--- src/shared/bsc_pkg.sv ---
// Constants shared by the regulator enable and soft-start control block
package bsc_pkg;
    // ==========================================
    // Register bus geometry and offsets
    localparam int ADDR_W = 8;
    localparam int DATA_W = 8;
    localparam logic [7:0] REG_BANK0 = 8'h00;
    localparam logic [7:0] REG_BANK1 = 8'h01;
    localparam logic [7:0] REG_CONTROL = 8'h02;
    localparam logic [7:0] REG_STATUS = 8'h03;
    localparam logic [7:0] REG_IRQ_STATUS = 8'h04;
    localparam logic [7:0] REG_IRQ_MASK = 8'h05;
    // ==========================================
    // Field positions
    localparam int VOLT_W = 7;
    localparam int BANK_ON_BIT = 7;
    localparam int CTRL_DISCHARGE_BIT = 7;
    localparam int CTRL_SLEW_LSB = 4;
    localparam int SLEW_W = 3;
    localparam int CTRL_MODE0_BIT = 0;
    localparam int CTRL_MODE1_BIT = 1;
    localparam int IRQ_SS_DONE = 0;
    localparam int IRQ_FAULT = 1;
    localparam int IRQ_RETRY = 2;
    localparam int IRQ_W = 3;
    // ==========================================
    // Reset values
    localparam logic [7:0] BANK0_RESET = 8'hD0;
    localparam logic [7:0] BANK1_RESET = 8'hD0;
    localparam logic [7:0] CONTROL_RESET = 8'h82;
    localparam logic [IRQ_W-1:0] IRQ_MASK_RESET = 3'h0;
    // ==========================================
    // Timing at the 250 MHz internal clock
    localparam int CLK_MHZ = 250;
    localparam int RETRY_US = 1700;
    localparam int RETRY_CYCLES = RETRY_US * CLK_MHZ;
    localparam int SOFTSTART_US = 150;
    localparam int SOFTSTART_CYCLES = SOFTSTART_US * CLK_MHZ;
    localparam int SS_STEP_CYCLES = SOFTSTART_CYCLES / (1 << VOLT_W);
    localparam int LIMIT_CYCLES = 16;
    localparam int DISCHARGE_OHMS = 11;
    // ==========================================
    // Regulator states
    typedef enum logic [1:0] {ST_OFF, ST_SOFTSTART, ST_RUN, ST_RETRY_WAIT} bsc_state_t;
endpackage

--- src/shared/bsc_fault_if.sv ---
// Carrier between the sequencer and the current-limit retry guard
interface bsc_fault_if;
    logic armed;
    logic cancel;
    logic cycle_edge;
    logic limit_hit;
    logic trip;
    logic waiting;
    logic retry;
    modport ctrl (output armed, output cancel, output cycle_edge, output limit_hit,
                  input trip, input waiting, input retry);
    modport guard (input armed, input cancel, input cycle_edge, input limit_hit,
                   output trip, output waiting, output retry);
endinterface

--- src/design/bsc_retry.sv ---
// Current-limit counter and restart timer
module bsc_retry
    import bsc_pkg::*;
#(
    parameter int RETRY_WAIT = RETRY_CYCLES
) (
    input wire logic clock,
    input wire logic reset,
    bsc_fault_if.guard flt
);
    localparam int TW = $clog2(RETRY_WAIT + 1);
    logic [4:0] hits, next_hits;
    logic [TW-1:0] timer, next_timer;
    logic next_trip, next_waiting, next_retry;

    // ==========================================
    // Count consecutive limited cycles, then hold off
    always_comb begin
        next_hits = hits;
        next_timer = timer;
        next_waiting = flt.waiting;
        next_trip = 1'b0;
        next_retry = 1'b0;
        if (flt.cancel) begin
            next_hits = 5'h00;
            next_timer = '0;
            next_waiting = 1'b0;
        end else if (flt.waiting) begin
            if (timer == TW'(RETRY_WAIT - 1)) begin
                next_waiting = 1'b0;
                next_retry = 1'b1;
                next_timer = '0;
            end else begin
                next_timer = timer + 1'b1;
            end
        end else if (flt.armed && flt.cycle_edge) begin
            if (!flt.limit_hit) begin
                next_hits = 5'h00;
            end else if (hits == 5'(LIMIT_CYCLES - 1)) begin
                next_hits = 5'h00;
                next_trip = 1'b1;
                next_waiting = 1'b1;
            end else begin
                next_hits = hits + 5'h01;
            end
        end
    end

    // Register guard state
    always_ff @(posedge clock) begin
        if (reset) begin
            hits <= 5'h00;
            timer <= '0;
            flt.trip <= 1'b0;
            flt.waiting <= 1'b0;
            flt.retry <= 1'b0;
        end else begin
            hits <= next_hits;
            timer <= next_timer;
            flt.trip <= next_trip;
            flt.waiting <= next_waiting;
            flt.retry <= next_retry;
        end
    end
endmodule

--- src/design/bsc_sync.sv ---
// Two-stage synchronizer for asynchronous pin inputs
module bsc_sync #(
    parameter int WIDTH = 4
) (
    input wire logic clock,
    input wire logic reset,
    input wire logic [WIDTH-1:0] async_in,
    output logic [WIDTH-1:0] sync_out
);
    // ==========================================
    // Per-bit flop pair; first stage feeds only the second
    logic [WIDTH-1:0] meta;
    for (genvar i = 0; i < WIDTH; i++) begin : g_bit
        always_ff @(posedge clock) begin
            if (reset) begin
                meta[i] <= 1'b0;
                sync_out[i] <= 1'b0;
            end else begin
                meta[i] <= async_in[i];
                sync_out[i] <= meta[i];
            end
        end
    end
endmodule

--- src/design/bsc_top.sv ---
// Enable, bank select and soft-start sequencer of the step-down regulator
module bsc_top
    import bsc_pkg::*;
#(
    parameter int RETRY_WAIT = RETRY_CYCLES
) (
    input wire logic clock,
    input wire logic reset,
    input wire logic en_pin,
    input wire logic voltage_bank_select_pin,
    input wire logic current_limit_hit,
    input wire logic switch_cycle,
    input wire logic [ADDR_W-1:0] reg_addr,
    input wire logic [DATA_W-1:0] reg_wdata,
    input wire logic reg_write,
    input wire logic reg_read,
    output logic [DATA_W-1:0] reg_rdata,
    output logic irq,
    output logic internal_power_on,
    output logic regulator_on,
    output logic switch_hiz,
    output logic sync_rect_en,
    output logic forced_pwm_mode,
    output logic [VOLT_W-1:0] reference_code,
    output logic [VOLT_W-1:0] vout_code,
    output logic [SLEW_W-1:0] slew_rate_code,
    output logic discharge_on
);
    // ==========================================
    // Pin synchronization
    logic [3:0] pins_s;
    logic en_s, sel_s, limit_s, cycle_s, cycle_d;
    bsc_sync #(.WIDTH(4)) bsc_sync_inst (
        .clock(clock),
        .reset(reset),
        .async_in({switch_cycle, current_limit_hit, voltage_bank_select_pin, en_pin}),
        .sync_out(pins_s)
    );
    assign en_s = pins_s[0];
    assign sel_s = pins_s[1];
    assign limit_s = pins_s[2];
    assign cycle_s = pins_s[3];

    // Delayed copy for switching-cycle edge detection
    always_ff @(posedge clock) begin
        if (reset) begin
            cycle_d <= 1'b0;
        end else begin
            cycle_d <= cycle_s;
        end
    end

    // ==========================================
    // Register file
    logic [DATA_W-1:0] bank0_voltage_reg, bank1_voltage_reg, control_reg;
    logic [DATA_W-1:0] next_bank0, next_bank1, next_control, next_rdata;
    logic [IRQ_W-1:0] irq_status, irq_mask, next_irq_status, next_irq_mask, events;
    logic [DATA_W-1:0] status_word;
    bsc_state_t state, next_state;

    // Writes and sticky event bits; a new event beats a clear
    always_comb begin
        next_bank0 = bank0_voltage_reg;
        next_bank1 = bank1_voltage_reg;
        next_control = control_reg;
        next_irq_mask = irq_mask;
        next_irq_status = irq_status;
        if (reg_write) begin
            if (reg_addr == REG_BANK0) begin
                next_bank0 = reg_wdata;
            end else if (reg_addr == REG_BANK1) begin
                next_bank1 = reg_wdata;
            end else if (reg_addr == REG_CONTROL) begin
                next_control = reg_wdata;
            end else if (reg_addr == REG_IRQ_STATUS) begin
                next_irq_status = irq_status & ~reg_wdata[IRQ_W-1:0];
            end else if (reg_addr == REG_IRQ_MASK) begin
                next_irq_mask = reg_wdata[IRQ_W-1:0];
            end
        end
        next_irq_status = next_irq_status | events;
    end

    // Read mux; data valid only in the cycle after the strobe
    always_comb begin
        next_rdata = 8'h00;
        if (reg_read) begin
            if (reg_addr == REG_BANK0) begin
                next_rdata = bank0_voltage_reg;
            end else if (reg_addr == REG_BANK1) begin
                next_rdata = bank1_voltage_reg;
            end else if (reg_addr == REG_CONTROL) begin
                next_rdata = control_reg;
            end else if (reg_addr == REG_STATUS) begin
                next_rdata = status_word;
            end else if (reg_addr == REG_IRQ_STATUS) begin
                next_rdata = {5'h00, irq_status};
            end else if (reg_addr == REG_IRQ_MASK) begin
                next_rdata = {5'h00, irq_mask};
            end
        end
    end

    // Only the power-on reset returns defaults; the enable pin never touches them
    always_ff @(posedge clock) begin
        if (reset) begin
            bank0_voltage_reg <= BANK0_RESET;
            bank1_voltage_reg <= BANK1_RESET;
            control_reg <= CONTROL_RESET;
            irq_status <= 3'h0;
            irq_mask <= IRQ_MASK_RESET;
            reg_rdata <= 8'h00;
        end else begin
            bank0_voltage_reg <= next_bank0;
            bank1_voltage_reg <= next_bank1;
            control_reg <= next_control;
            irq_status <= next_irq_status;
            irq_mask <= next_irq_mask;
            reg_rdata <= next_rdata;
        end
    end

    // ==========================================
    // Enable decode
    logic bank_on, enabled, mode_bit;
    logic [VOLT_W-1:0] target;
    assign bank_on = sel_s ? bank1_voltage_reg[BANK_ON_BIT] : bank0_voltage_reg[BANK_ON_BIT];
    assign enabled = en_s & bank_on;
    assign target = sel_s ? bank1_voltage_reg[VOLT_W-1:0] : bank0_voltage_reg[VOLT_W-1:0];
    assign mode_bit = sel_s ? control_reg[CTRL_MODE1_BIT] : control_reg[CTRL_MODE0_BIT];

    // ==========================================
    // Retry guard
    bsc_fault_if flt ();
    assign flt.armed = (state == ST_SOFTSTART) || (state == ST_RUN);
    assign flt.cancel = ~enabled;
    assign flt.cycle_edge = cycle_s & ~cycle_d;
    assign flt.limit_hit = limit_s;
    bsc_retry #(.RETRY_WAIT(RETRY_WAIT)) bsc_retry_inst (
        .clock(clock),
        .reset(reset),
        .flt(flt)
    );

    // ==========================================
    // Sequencer
    logic [VOLT_W-1:0] ramp, next_ramp;
    logic [8:0] step, next_step;
    logic ss_done;

    // Next state, reference ramp and step divider
    always_comb begin
        next_state = state;
        next_ramp = ramp;
        next_step = 9'h000;
        ss_done = 1'b0;
        case (state)
            ST_OFF: begin
                next_ramp = 7'h00;
                if (enabled) begin
                    next_state = ST_SOFTSTART;
                end
            end
            ST_SOFTSTART: begin
                if (!enabled) begin
                    next_state = ST_OFF;
                end else if (flt.trip) begin
                    next_state = ST_RETRY_WAIT;
                end else if (step != 9'(SS_STEP_CYCLES - 1)) begin
                    next_step = step + 9'h001;
                end else if (ramp >= target) begin
                    next_state = ST_RUN;
                    ss_done = 1'b1;
                end else begin
                    next_ramp = ramp + 7'h01;
                end
            end
            ST_RUN: begin
                next_ramp = target;
                if (!enabled) begin
                    next_state = ST_OFF;
                end else if (flt.trip) begin
                    next_state = ST_RETRY_WAIT;
                end
            end
            ST_RETRY_WAIT: begin
                next_ramp = 7'h00;
                if (!enabled) begin
                    next_state = ST_OFF;
                end else if (flt.retry) begin
                    next_state = ST_SOFTSTART;
                end
            end
            default: begin
                next_state = ST_OFF;
            end
        endcase
    end
    assign events = {flt.retry, flt.trip, ss_done};

    // Register sequencer state
    always_ff @(posedge clock) begin
        if (reset) begin
            state <= ST_OFF;
            ramp <= 7'h00;
            step <= 9'h000;
        end else begin
            state <= next_state;
            ramp <= next_ramp;
            step <= next_step;
        end
    end

    // ==========================================
    // Status and registered outputs
    logic active;
    assign active = (next_state == ST_SOFTSTART) || (next_state == ST_RUN);
    assign status_word = {state == ST_RUN, state == ST_SOFTSTART, flt.waiting,
                          forced_pwm_mode, 1'b0, bank_on, sel_s, en_s};

    // Output flops fed from next-state decode, en_s, sel_s and the register file
    always_ff @(posedge clock) begin
        if (reset) begin
            irq <= 1'b0;
            internal_power_on <= 1'b0;
            regulator_on <= 1'b0;
            switch_hiz <= 1'b1;
            sync_rect_en <= 1'b0;
            forced_pwm_mode <= 1'b0;
            reference_code <= 7'h00;
            vout_code <= 7'h00;
            slew_rate_code <= 3'h0;
            discharge_on <= 1'b0;
        end else begin
            irq <= |(next_irq_status & next_irq_mask);
            internal_power_on <= en_s;
            regulator_on <= active;
            switch_hiz <= ~active;
            sync_rect_en <= next_state == ST_RUN;
            forced_pwm_mode <= active & (sel_s | mode_bit);
            reference_code <= next_ramp;
            vout_code <= target;
            slew_rate_code <= control_reg[CTRL_SLEW_LSB +: SLEW_W];
            discharge_on <= control_reg[CTRL_DISCHARGE_BIT] & ~enabled;
        end
    end
endmodule

--- config.mk ---
export PLATFORM = sky130hd
export DESIGN_NAME = bsc_top
export DESIGN_NICKNAME = d
export VERILOG_FILES = /design/src/shared/bsc_pkg.sv /design/src/shared/bsc_fault_if.sv /design/src/design/bsc_retry.sv /design/src/design/bsc_sync.sv /design/src/design/bsc_top.sv
export SDC_FILE = /design/constraint.sdc
export NUM_CORES = 1
export LEC_CHECK = 0
export BUFFER_PORTS_ARGS = -buffer_cell sky130_fd_sc_hd__buf_2
export CELL_PAD_IN_SITES_DETAIL_PLACEMENT = 1
export CELL_PAD_IN_SITES_GLOBAL_PLACEMENT = 2
export CORE_ASPECT_RATIO = 1.4
export CORE_MARGIN = 4
export CORE_UTILIZATION = 36
export DETAILED_ROUTE_END_ITERATION = 10
export GPL_ROUTABILITY_DRIVEN = 0
export PLACE_DENSITY = 0.75
export RECOVER_POWER = 50
export SETUP_SLACK_MARGIN = 0.4
export SLEW_MARGIN = 20
export SYNTH_ARGS = -nofsm -noshare
export SYNTH_HDL_FRONTEND = slang
export SYNTH_SLANG_ARGS = --single-unit
export TNS_END_PERCENT = 20
--- constraint.sdc ---
create_clock -name clock -period 3.3 [get_ports clock]
set_input_delay 0 -clock clock [delete_from_list [all_inputs] [get_ports clock]]
set_output_delay 0 -clock clock [all_outputs]
set_load 0.1 [all_outputs]
; Word level (Yosys, flattened, before mapping)
; Cells that the tools add are included.
[word_totals]
reg_bits = 109
in_bits = 24
output_inout_bits = 32
elab_cells = 138
[op_classes]
n_addsub = 4
order_cmp = 1
eq_ne = 17
muxes = 49
bitwise_logic = 18
reduce_logical = 17
[op_table]
columns = op, count
row1 = 2-to-1 mux 3 bit, 13
row2 = 2-to-1 mux 7 bit, 5
row3 = 2-to-1 mux 8 bit, 4
row4 = one-hot mux 7 bit (3 select lines), 1
row5 = "adder 19 x 1 -> 19 bit, second input constant", 1
row6 = "== test 19 bit, second input constant", 1
row7 = 2-to-1 mux 19 bit, 1
row8 = 2-to-1 mux 2 bit, 9
row9 = "== test 8 x 2 -> 1 bit, second input constant", 2
row10 = "== test 8 x 3 -> 1 bit, second input constant", 2
row11 = 2-to-1 mux 1 bit, 13
row12 = 2-to-1 mux 5 bit, 2
row13 = "adder 9 x 1 -> 9 bit, second input constant", 1
row14 = "!= test 9 bit, second input constant", 1
row15 = inverter 1 bit, 9
row16 = OR reduction 3 bit, 3
row17 = "== test 8 x 1 -> 1 bit, second input constant", 1
row18 = logical NOT 8 bit, 1
row19 = one-hot mux 2 bit (4 select lines), 1
row20 = AND reduction 4 bit, 2
row21 = "adder 7 x 1 -> 7 bit, second input constant", 1
row22 = >= comparator 7 bit, 1
row23 = AND 3 bit, 2
row24 = "== test 2 bit, second input constant", 3
row25 = 16 further kinds, 26

; Longest topological paths before layout
; Gate-level depths: netlist of run 1.
[depth]
depth_word = 10
mapped_depth = 11
depth_no_buf = 10

; Hierarchy
; From an unflattened synthesis of run 1, not the netlist that was laid out.
[unflattened]
cells_unflattened = 537
area_unflattened_um2 = 5003.5
[modules_own_cells]
columns = mod, instances, cells_each, area_per_inst_um2, seq_area_each_um2
row1 = bsc_top, 1, 379, 3543.4, 1481.4
row2 = bsc_retry, 1, 142, 1249.9, 540.5
row3 = bsc_sync, 1, 16, 210.2, 160.2

; Worst setup path after synthesis of run 1
; No wires, ideal clock.
[synth_path]
path_type = register to register
start = register, netlist name reference_code[0]
end = register forced_pwm_mode
setup_ns = 0.058
arrival_ns = 2.774
t_required_ns = 3.242
slack_ns = 0.468
stages_incl_launch_ff = 11
synth_period_minus_slack_ns = 2.832
path_cell_list = dfxtp_1 inv_1 ha_1 nor2b_1 o21ai_0 a21oi_1 o41a_1 inv_1 ha_1 nor2_1 o21a_1
[synth_rtl]
columns = element, line_no
row1 = end signal: assignment, bsc_top.sv:240  ; forced_pwm_mode <= active & (sel_s | mode_bit);
row2 = end: declaration, bsc_top.sv:23  ; output logic forced_pwm_mode,

; Final worst setup path of run 1
[layout_path]
start = register bsc_sync_inst.sync_out[1]
end = register forced_pwm_mode
[layout_between]
elab_chain_len = 10
[layout_rtl]
columns = element, line_no
row1 = start: declaration, bsc_sync.sv:8  ; output logic [WIDTH-1:0] sync_out
row2 = start signal: indexed assignment, bsc_sync.sv:20  ; sync_out[i] <= meta[i];
row3 = 2-to-1 mux 7 bit, bsc_top.sv:129  ; assign target = sel_s ? bank1_voltage_reg[VOLT_W-1:0] : bank0_voltage_reg[VOLT_W-1:0];
row4 = >= comparator 7 bit, bsc_top.sv:171  ; end else if (ramp >= target) begin
row5 = 2-to-1 mux 2 bit, bsc_top.sv:171
row6 = 2-to-1 mux 2 bit, bsc_top.sv:169  ; end else if (step != 9'(SS_STEP_CYCLES - 1)) begin
row7 = 2-to-1 mux 2 bit, bsc_top.sv:167  ; end else if (flt.trip) begin
row8 = 2-to-1 mux 2 bit, bsc_top.sv:165  ; if (!enabled) begin
row9 = one-hot mux 2 bit (4 select lines), bsc_top.sv:157  ; case (state)
row10 = == test 2 x 1 -> 1 bit or == test 2 bit (tied branches), bsc_top.sv:217  ; assign active = (next_state == ST_SOFTSTART) || (next_state == ST_RUN);
row11 = logical OR 1 bit, bsc_top.sv:217
row12 = AND 1 bit (*), bsc_top.sv:240
; Mark *: on every way between the ends. The rest lies on a longest branch, timed or not.
; A chain may end at the register's enable or synchronous reset.

==> impl_metrics.json, run 1 <==
{
  "largest_register_ff_count": 19,
  "final.period_utilization_pct": 80.8,
  "critPathKind": "reg2reg",
  "globalRouteMet1Util_pct": 21.6,
  "cts_num_sinks": 109,
  "placement_rows": 49,
  "post-place-ws_ps": 344,
  "netlist_instances": 511,
  "leakage_dissipation_nw": 2.17,
  "setup_viol": 0,
  "cp_data_required_time_ps": 3600,
  "tritoncts.num_buffers": 9,
  "groute.layer.met3.usage_pct": 2.89,
  "detail-route-antenna-nets": 0,
  "flow.area_growth_from_synthesis_pct": 15.0,
  "grt_antenna_before_repair": 0,
  "drcViolationCount": 0,
  "antenna-diode-count": 0,
  "globalRoute.totalOverflow": 0,
  "cell_accounting_for_the_most_synthesized_area": "dfxtp_1",
  "reg_with_most_ffs": "bsc_retry_inst.timer",
  "synth_edf_count": 0,
  "detailed_router_s_first_iteration_violation_count": 142,
  "start_util_pct": 37.3,
  "highest_net_fanout_along_the_worst_path": 10,
  "clk_latency_ps": 350,
  "slowest_delay_ps": 450,
  "report.power.total_w": 0.00259,
  "wirelength_um": 13000,
  "setup_skew_after_layout_ps": 9.60,
  "ctsHtreeMaxLevel": 3,
  "multiInputGateArea_um2": 2460,
  "synth_compound_gate_area_share_pct": 9.45,
  "top_ff_cell_synth": "dfxtp_1",
  "busiest_layer": "met2",
  "slew_at_the_pin_with_the_worst_max_slew_slack_ps": 1270,
  "grt.total_usage_pct": 17.6,
  "final.setup.tns_ps": 0,
  "largest_registers": "bsc_retry_inst.timer x19, step x9",
  "final_net_count": 611,
  "grt_pass1_vias": 4131,
  "grt_setup_unrepaired": "false",
  "startpoint_type": "register",
  "synthDominantCellAreaShare_pct": 45.0,
  "clk_path_buf_depth": 2,
  "most_numerous_cell_in_the_yosys_netlist": "dfxtp_1",
  "use_met2_pct": 31.9,
  "synth_seq_area_share_pct": 45.0,
  "critical_path_arrival_ps": 2960,
  "timing.critical_path.slowest_stage_cell": "dfxtp_4",
  "floorplan.core_area_um2": 13000,
  "ioPinCount": 56,
  "layout_setup_ws_ps": 633,
  "synth.top_cells.by_count": "109 x dfxtp_1, 82 x nor2_1, 38 x mux2i_1",
  "outcome": "completed",
  "timing.final.hold_violations": 0,
  "worst_path_dominant_cell_family": "compound AO/OA/AOI/OAI gates",
  "cp_num_buf_inv": 0,
  "synth.net_count": 551,
  "max_cap_violations": 0,
  "grt_first_pass_wirelength_um": 21800,
  "drtPass1Iterations": 4,
  "post_synth_fa_ha_maj_area_fraction_pct": 4.13,
  "synthesis.area_um2": 4850,
  "timing.hold.worst.class": "in2reg",
  "dp.final_hpwl_um": 9540,
  "die_y_um": 145,
  "xor_xnor_cell_area_share_of_the_yosys_netlist_pct": 5.06,
  "synth.ff_latch_count": 109,
  "postLayoutCoreUtil_pct": 42.9,
  "vias": 3856,
  "p_per_area_nw_per_um2": 464,
  "timing.final.max_slew_violations": 0,
  "post_synth_num_cell_types": 64,
  "synth-simple-area-share_pct": 23.8,
  "cts_setup_buffers": 0,
  "crit_path_time_final_ps": 2670,
  "synth_warnings": 0,
  "clock_root_buffer": "clkbuf_16",
  "tritoncts": "yes",
  "async_reset_ff_share_pct": 0,
  "path_clk_slew_ps": 80,
  "critical_path.endpoint_type": "register",
  "fillerInstances": 1566,
  "viasPerCell": 5.12,
  "worstPathCellList": "mux2i_1 > ha_1 > a21oi_1 > o21ai_0 > a21o_2 > a311oi_1 > nor2_1 > ha_1 > nor2_1 > o21a_1",
  "syn-mean-instance-area_um2": 9.49,
  "synth_top_cells_by_area": "dfxtp_1 45%, mux2i_1 7.8%, nor2_1 6.3%",
  "wl_per_cell_um": 17.2,
  "instances_no_fill": 753,
  "drive_gt1_share_pct": 9.57,
  "area_used_by_sequential_logic_in_the_layout_um2": 2190,
  "muxShareOfSynthArea_pct": 9.32,
  "buffer_ports.inserted": 55,
  "synth_top_family_by_area": "simple AND/OR/NAND/NOR gates",
  "design.die.area_um2": 15400,
  "maxSlewHeadroom_pct": 15.6,
  "pin_count_of_the_biggest_net_entering_global_routing": 53,
  "placed_cells": 726,
  "ir_worst_vdd_mv": 0.229,
  "max_clock_freq_mhz": 375,
  "die-width_um": 106
}
cell families (layout without fill, tap and decap cells):
family / count (synthesis) / count (layout)
simple gates: 219 / 219
fa+ha+maj: 16 / 16
flops: 109 / 109
mux: 44 / 44
buf+inv: 32 / 96
compound gates: 63 / 63
xor+xnor: 28 / 28
worst paths after layout:
path	start	to	slack [ps]	cells after the start
setup / recovery	bsc_sync_inst.sync_out[1]$_SDFF_PP0_	forced_pwm_mode$_SDFF_PP0_	630	10
hold / removal	reg_read	reg_rdata[2]$_SDFF_PP0_	110	4
setup reg to reg	bsc_sync_inst.sync_out[1]$_SDFF_PP0_	forced_pwm_mode$_SDFF_PP0_	630	10
hold reg to reg	bsc_sync_inst.meta[1]$_SDFF_PP0_	bsc_sync_inst.sync_out[1]$_SDFF_PP0_	440	1
per-stage QoR:
stage	hold slack, ps	cell area (um^2)
floorplan	125	4850
global placement	212	5250
detailed placement	219	5250
CTS	105	5670
global route	108	5580
finish	108	5580
layout by cell type, fill, tap and decap left out, drive strengths merged, types with 7 or more instances in the layout:
cell / netlist / final
xor2: 18 / 18
xnor2: 10 / 10
a21oi: 20 / 20
dfxtp: 109 / 109
nor2b: 17 / 17
nor4: 7 / 7
ha: 16 / 16
mux2i: 38 / 38
and3: 8 / 8
nand4: 12 / 12
buf: 7 / 24
nor2: 84 / 84
o21ai: 10 / 10
inv: 13 / 15
nand2: 38 / 38
nand3: 15 / 15
dlygate4sd3: 0 / 12
clkbuf: 12 / 41
nand2b: 8 / 8
area by class of cell:
class | instances | area share [%]
Multi-Input combinational cell | 370 | 44.1
Sequential cell | 109 | 39.2
Timing Repair Buffer | 68 | 6.51
Clock buffer | 9 | 4.04
Tap cell | 178 | 3.99
Clock inverter | 6 | 1.30
Inverter | 13 | 0.875
what timing repair did:
item,in CTS,in global routing
hold buffers,12,0
endpoints found under the setup margin,1,1
endpoints found under the hold margin,28,0
pin swaps,0,0
resized for setup,1,3
layer usage:
layer	vias up	wire, um
li1	1907	-
met1	1890	5760
met2	46	6750
met3	13	288
met4	0	159
met5	-	0
tightest hold or removal path, stage by stage:
cell and delay [ps]:
buf_2 100, nor2b_1 170, o21ai_0 90, a21oi_1 50
power by group:
| part | switching, W | total [W] | internal, W | leakage (nW) |
|---|---|---|---|---|
| clock | 0.000505 | 0.00110 | 0.000595 | 0.148 |
| sequential | 0.00000885 | 0.00133 | 0.00133 | 0.882 |
| combinational | 0.000108 | 0.000153 | 0.0000451 | 1.14 |
| total | 0.000622 | 0.00259 | 0.00196 | 2.17 |
Note: power is estimated with default switching activity, not from simulation.
==> inputs of run 2 (changes only) <==
- CORE_UTILIZATION: 36 -> 33
- PLACE_DENSITY: 0.75 -> 0.72
- clock period: 3.3 -> 2.2 ns (I/O delays scaled with it)
==> run 2 against run 1 <==
The run now ends with setup timing left. Die area is 8.5% higher. Count of clock-buffer cells in the layout up 2. Routed wire length grew 5.4%. Global-route usage shrank 0.52 points. Worst hold slack got worse by 65 ps. Clock skew rose by 1.2 ps. Clock power up 53%. Sequential share of layout area fell by 4.6 points. Final cell count up 7.6%. Largest power group unchanged. Highest routed layer unchanged.
==> impl_metrics.json, run 2 (synthesized netlist as in run 1, its figures left out) <==
{
  "outcome": "finished, violations left",
  "violations": "setup timing",
  "timing.hold.worst.class": "in2reg",
  "clk_path_buf_depth": 2,
  "reg_with_most_ffs": "bsc_retry_inst.timer",
  "critical_path_arrival_ps": 2700,
  "ir_worst_vdd_mv": 0.282,
  "largest_registers": "bsc_retry_inst.timer x19, step x9",
  "maxSlewHeadroom_pct": 65.0,
  "final_net_count": 657,
  "buffer_ports.inserted": 55,
  "vias": 4062,
  "wl_per_cell_um": 16.9,
  "grt_setup_unrepaired": "true",
  "setup_skew_after_layout_ps": 10.8,
  "most_common_library_cell_in_the_layout_ignoring_fill_and_taps": "dfxtp_1",
  "postLayoutCoreUtil_pct": 44.2,
  "p_per_area_nw_per_um2": 620,
  "die_y_um": 151,
  "max_clock_freq_mhz": 408,
  "highest_net_fanout_along_the_worst_path": 6,
  "antenna-diode-count": 0,
  "grt_antenna_before_repair": 0,
  "pin_count_of_the_biggest_net_entering_global_routing": 38,
  "detailed_router_s_first_iteration_violation_count": 165,
  "grt_first_pass_wirelength_um": 22900,
  "tritoncts": "yes",
  "wirelength_um": 13700,
  "crit_path_time_final_ps": 2450,
  "path_clk_slew_ps": 70,
  "critical_path.endpoint_type": "register",
  "die-width_um": 110,
  "largest_register_ff_count": 19,
  "cp_data_required_time_ps": 2450,
  "timing.final.max_slew_violations": 0,
  "critPathKind": "reg2reg",
  "drive_gt1_share_pct": 30.1,
  "placement_rows": 52,
  "ioPinCount": 56,
  "drtPass1Iterations": 4,
  "globalRoute.totalOverflow": 0,
  "grt_pass1_vias": 4310,
  "floorplan.core_area_um2": 14400,
  "clk_latency_ps": 350,
  "flow.area_growth_from_synthesis_pct": 31.6,
  "grt.total_usage_pct": 17.1,
  "design.die.area_um2": 16700,
  "most_frequent_cells_in_the_layout": "101 x dfxtp_1, 70 x nor2_1, 55 x buf_2, 39 x buf_4",
  "layout_setup_ws_ps": -250,
  "dp.final_hpwl_um": 10100,
  "report.power.total_w": 0.00396,
  "final.period_utilization_pct": 111,
  "setup_viol": 12,
  "max_cap_violations": 0,
  "detail-route-antenna-nets": 0,
  "slew_at_the_pin_with_the_worst_max_slew_slack_ps": 524,
  "cts_num_sinks": 109,
  "ctsHtreeMaxLevel": 3,
  "leakage_dissipation_nw": 2.57,
  "fillerInstances": 1671,
  "tritoncts.num_buffers": 9,
  "viasPerCell": 5.01,
  "start_util_pct": 33.6,
  "clock_root_buffer": "clkbuf_16",
  "startpoint_type": "register",
  "timing.final.hold_violations": 0,
  "drcViolationCount": 0
}
==> run 2: cell count changes in the layout (fill, tap and decap cells not counted), sizes merged <==
| cell | delta |
|---|---|
| clkinv | -1 |
| inv | -2 |
| clkbuf | -30 |
| buf | +78 |
| clkinvlp | +1 |
==> run 2: worst paths after layout <==
path / startpoint / to / slack [ps] / cells past startpoint
setup / recovery: bsc_sync_inst.sync_out[1]$_SDFF_PP0_ / forced_pwm_mode$_SDFF_PP0_ / -250 / 11
hold / removal: reset / control_reg[0]$_SDFFE_PP0P_ / 40 / 2
setup reg to reg: bsc_sync_inst.sync_out[1]$_SDFF_PP0_ / forced_pwm_mode$_SDFF_PP0_ / -250 / 11
hold reg to reg: bsc_sync_inst.meta[0]$_SDFF_PP0_ / bsc_sync_inst.sync_out[0]$_SDFF_PP0_ / 440 / 1
==> run 2: stage by stage <==
stage	setup TNS (ps)	area [um^2]	hold WS [ps]	cells	setup slack (ps)
6_report	-1480	6380	43.1	810	-250
5_1_grt	-2890	6380	51.1	810	-344
4_1_cts	-975	6210	31.0	808	-213
3_5_place_dp	-2750	5620	225	775	-413
3_3_place_gp	-1320	5620	217	775	-208
2_1_floorplan	-68.6	4920	125	511	-68.6
==> run 2: layout make-up <==
type | count | area (um^2) | area share [%]
Clock buffer | 11 | 254 | 3.98
Clock inverter | 4 | 47.5 | 0.745
Inverter | 13 | 48.8 | 0.765
Multi-Input combinational cell | 370 | 2800 | 43.8
Sequential cell | 109 | 2200 | 34.6
Tap cell | 189 | 236 | 3.71
Timing Repair Buffer | 114 | 791 | 12.4
==> run 2: worst max-delay path: stages, from the launching register on <==
cell	delay, ps
dfxtp_4	460
buf_6	170
mux2i_4	240
ha_1	250
nand2_1	70
o21ai_2	60
a21o_2	220
a311oi_2	320
nor2_2	110
ha_4	290
nor2_4	30
o21a_1	110
==> run 2: report_power, final <==
group	switching [W]	total, W	leakage [nW]	internal (W)
sequential	0.0000148	0.00200	0.887	0.00198
clock	0.000733	0.00168	0.147	0.000943
combinational	0.000183	0.000281	1.54	0.0000978
==> run 2: metal layers <==
layer | global-route usage, % | up-vias | share of wire [%]
met5 | 0 | - | 0
met4 | 4.07 | 0 | 1.4
met3 | 3.44 | 16 | 2.9
met2 | 30.6 | 50 | 50
met1 | 21.1 | 2009 | 45
li1 | - | 1987 | -
==> run 2: what timing repair did <==
item | CTS | global route
setup buffers | 6 | 2
setup endpoints to repair | 23 | 28
endpoints found under the hold margin | 26 | 0
pin swaps | 16 | 20
resized for setup | 27 | 34
hold buffers | 12 | 0
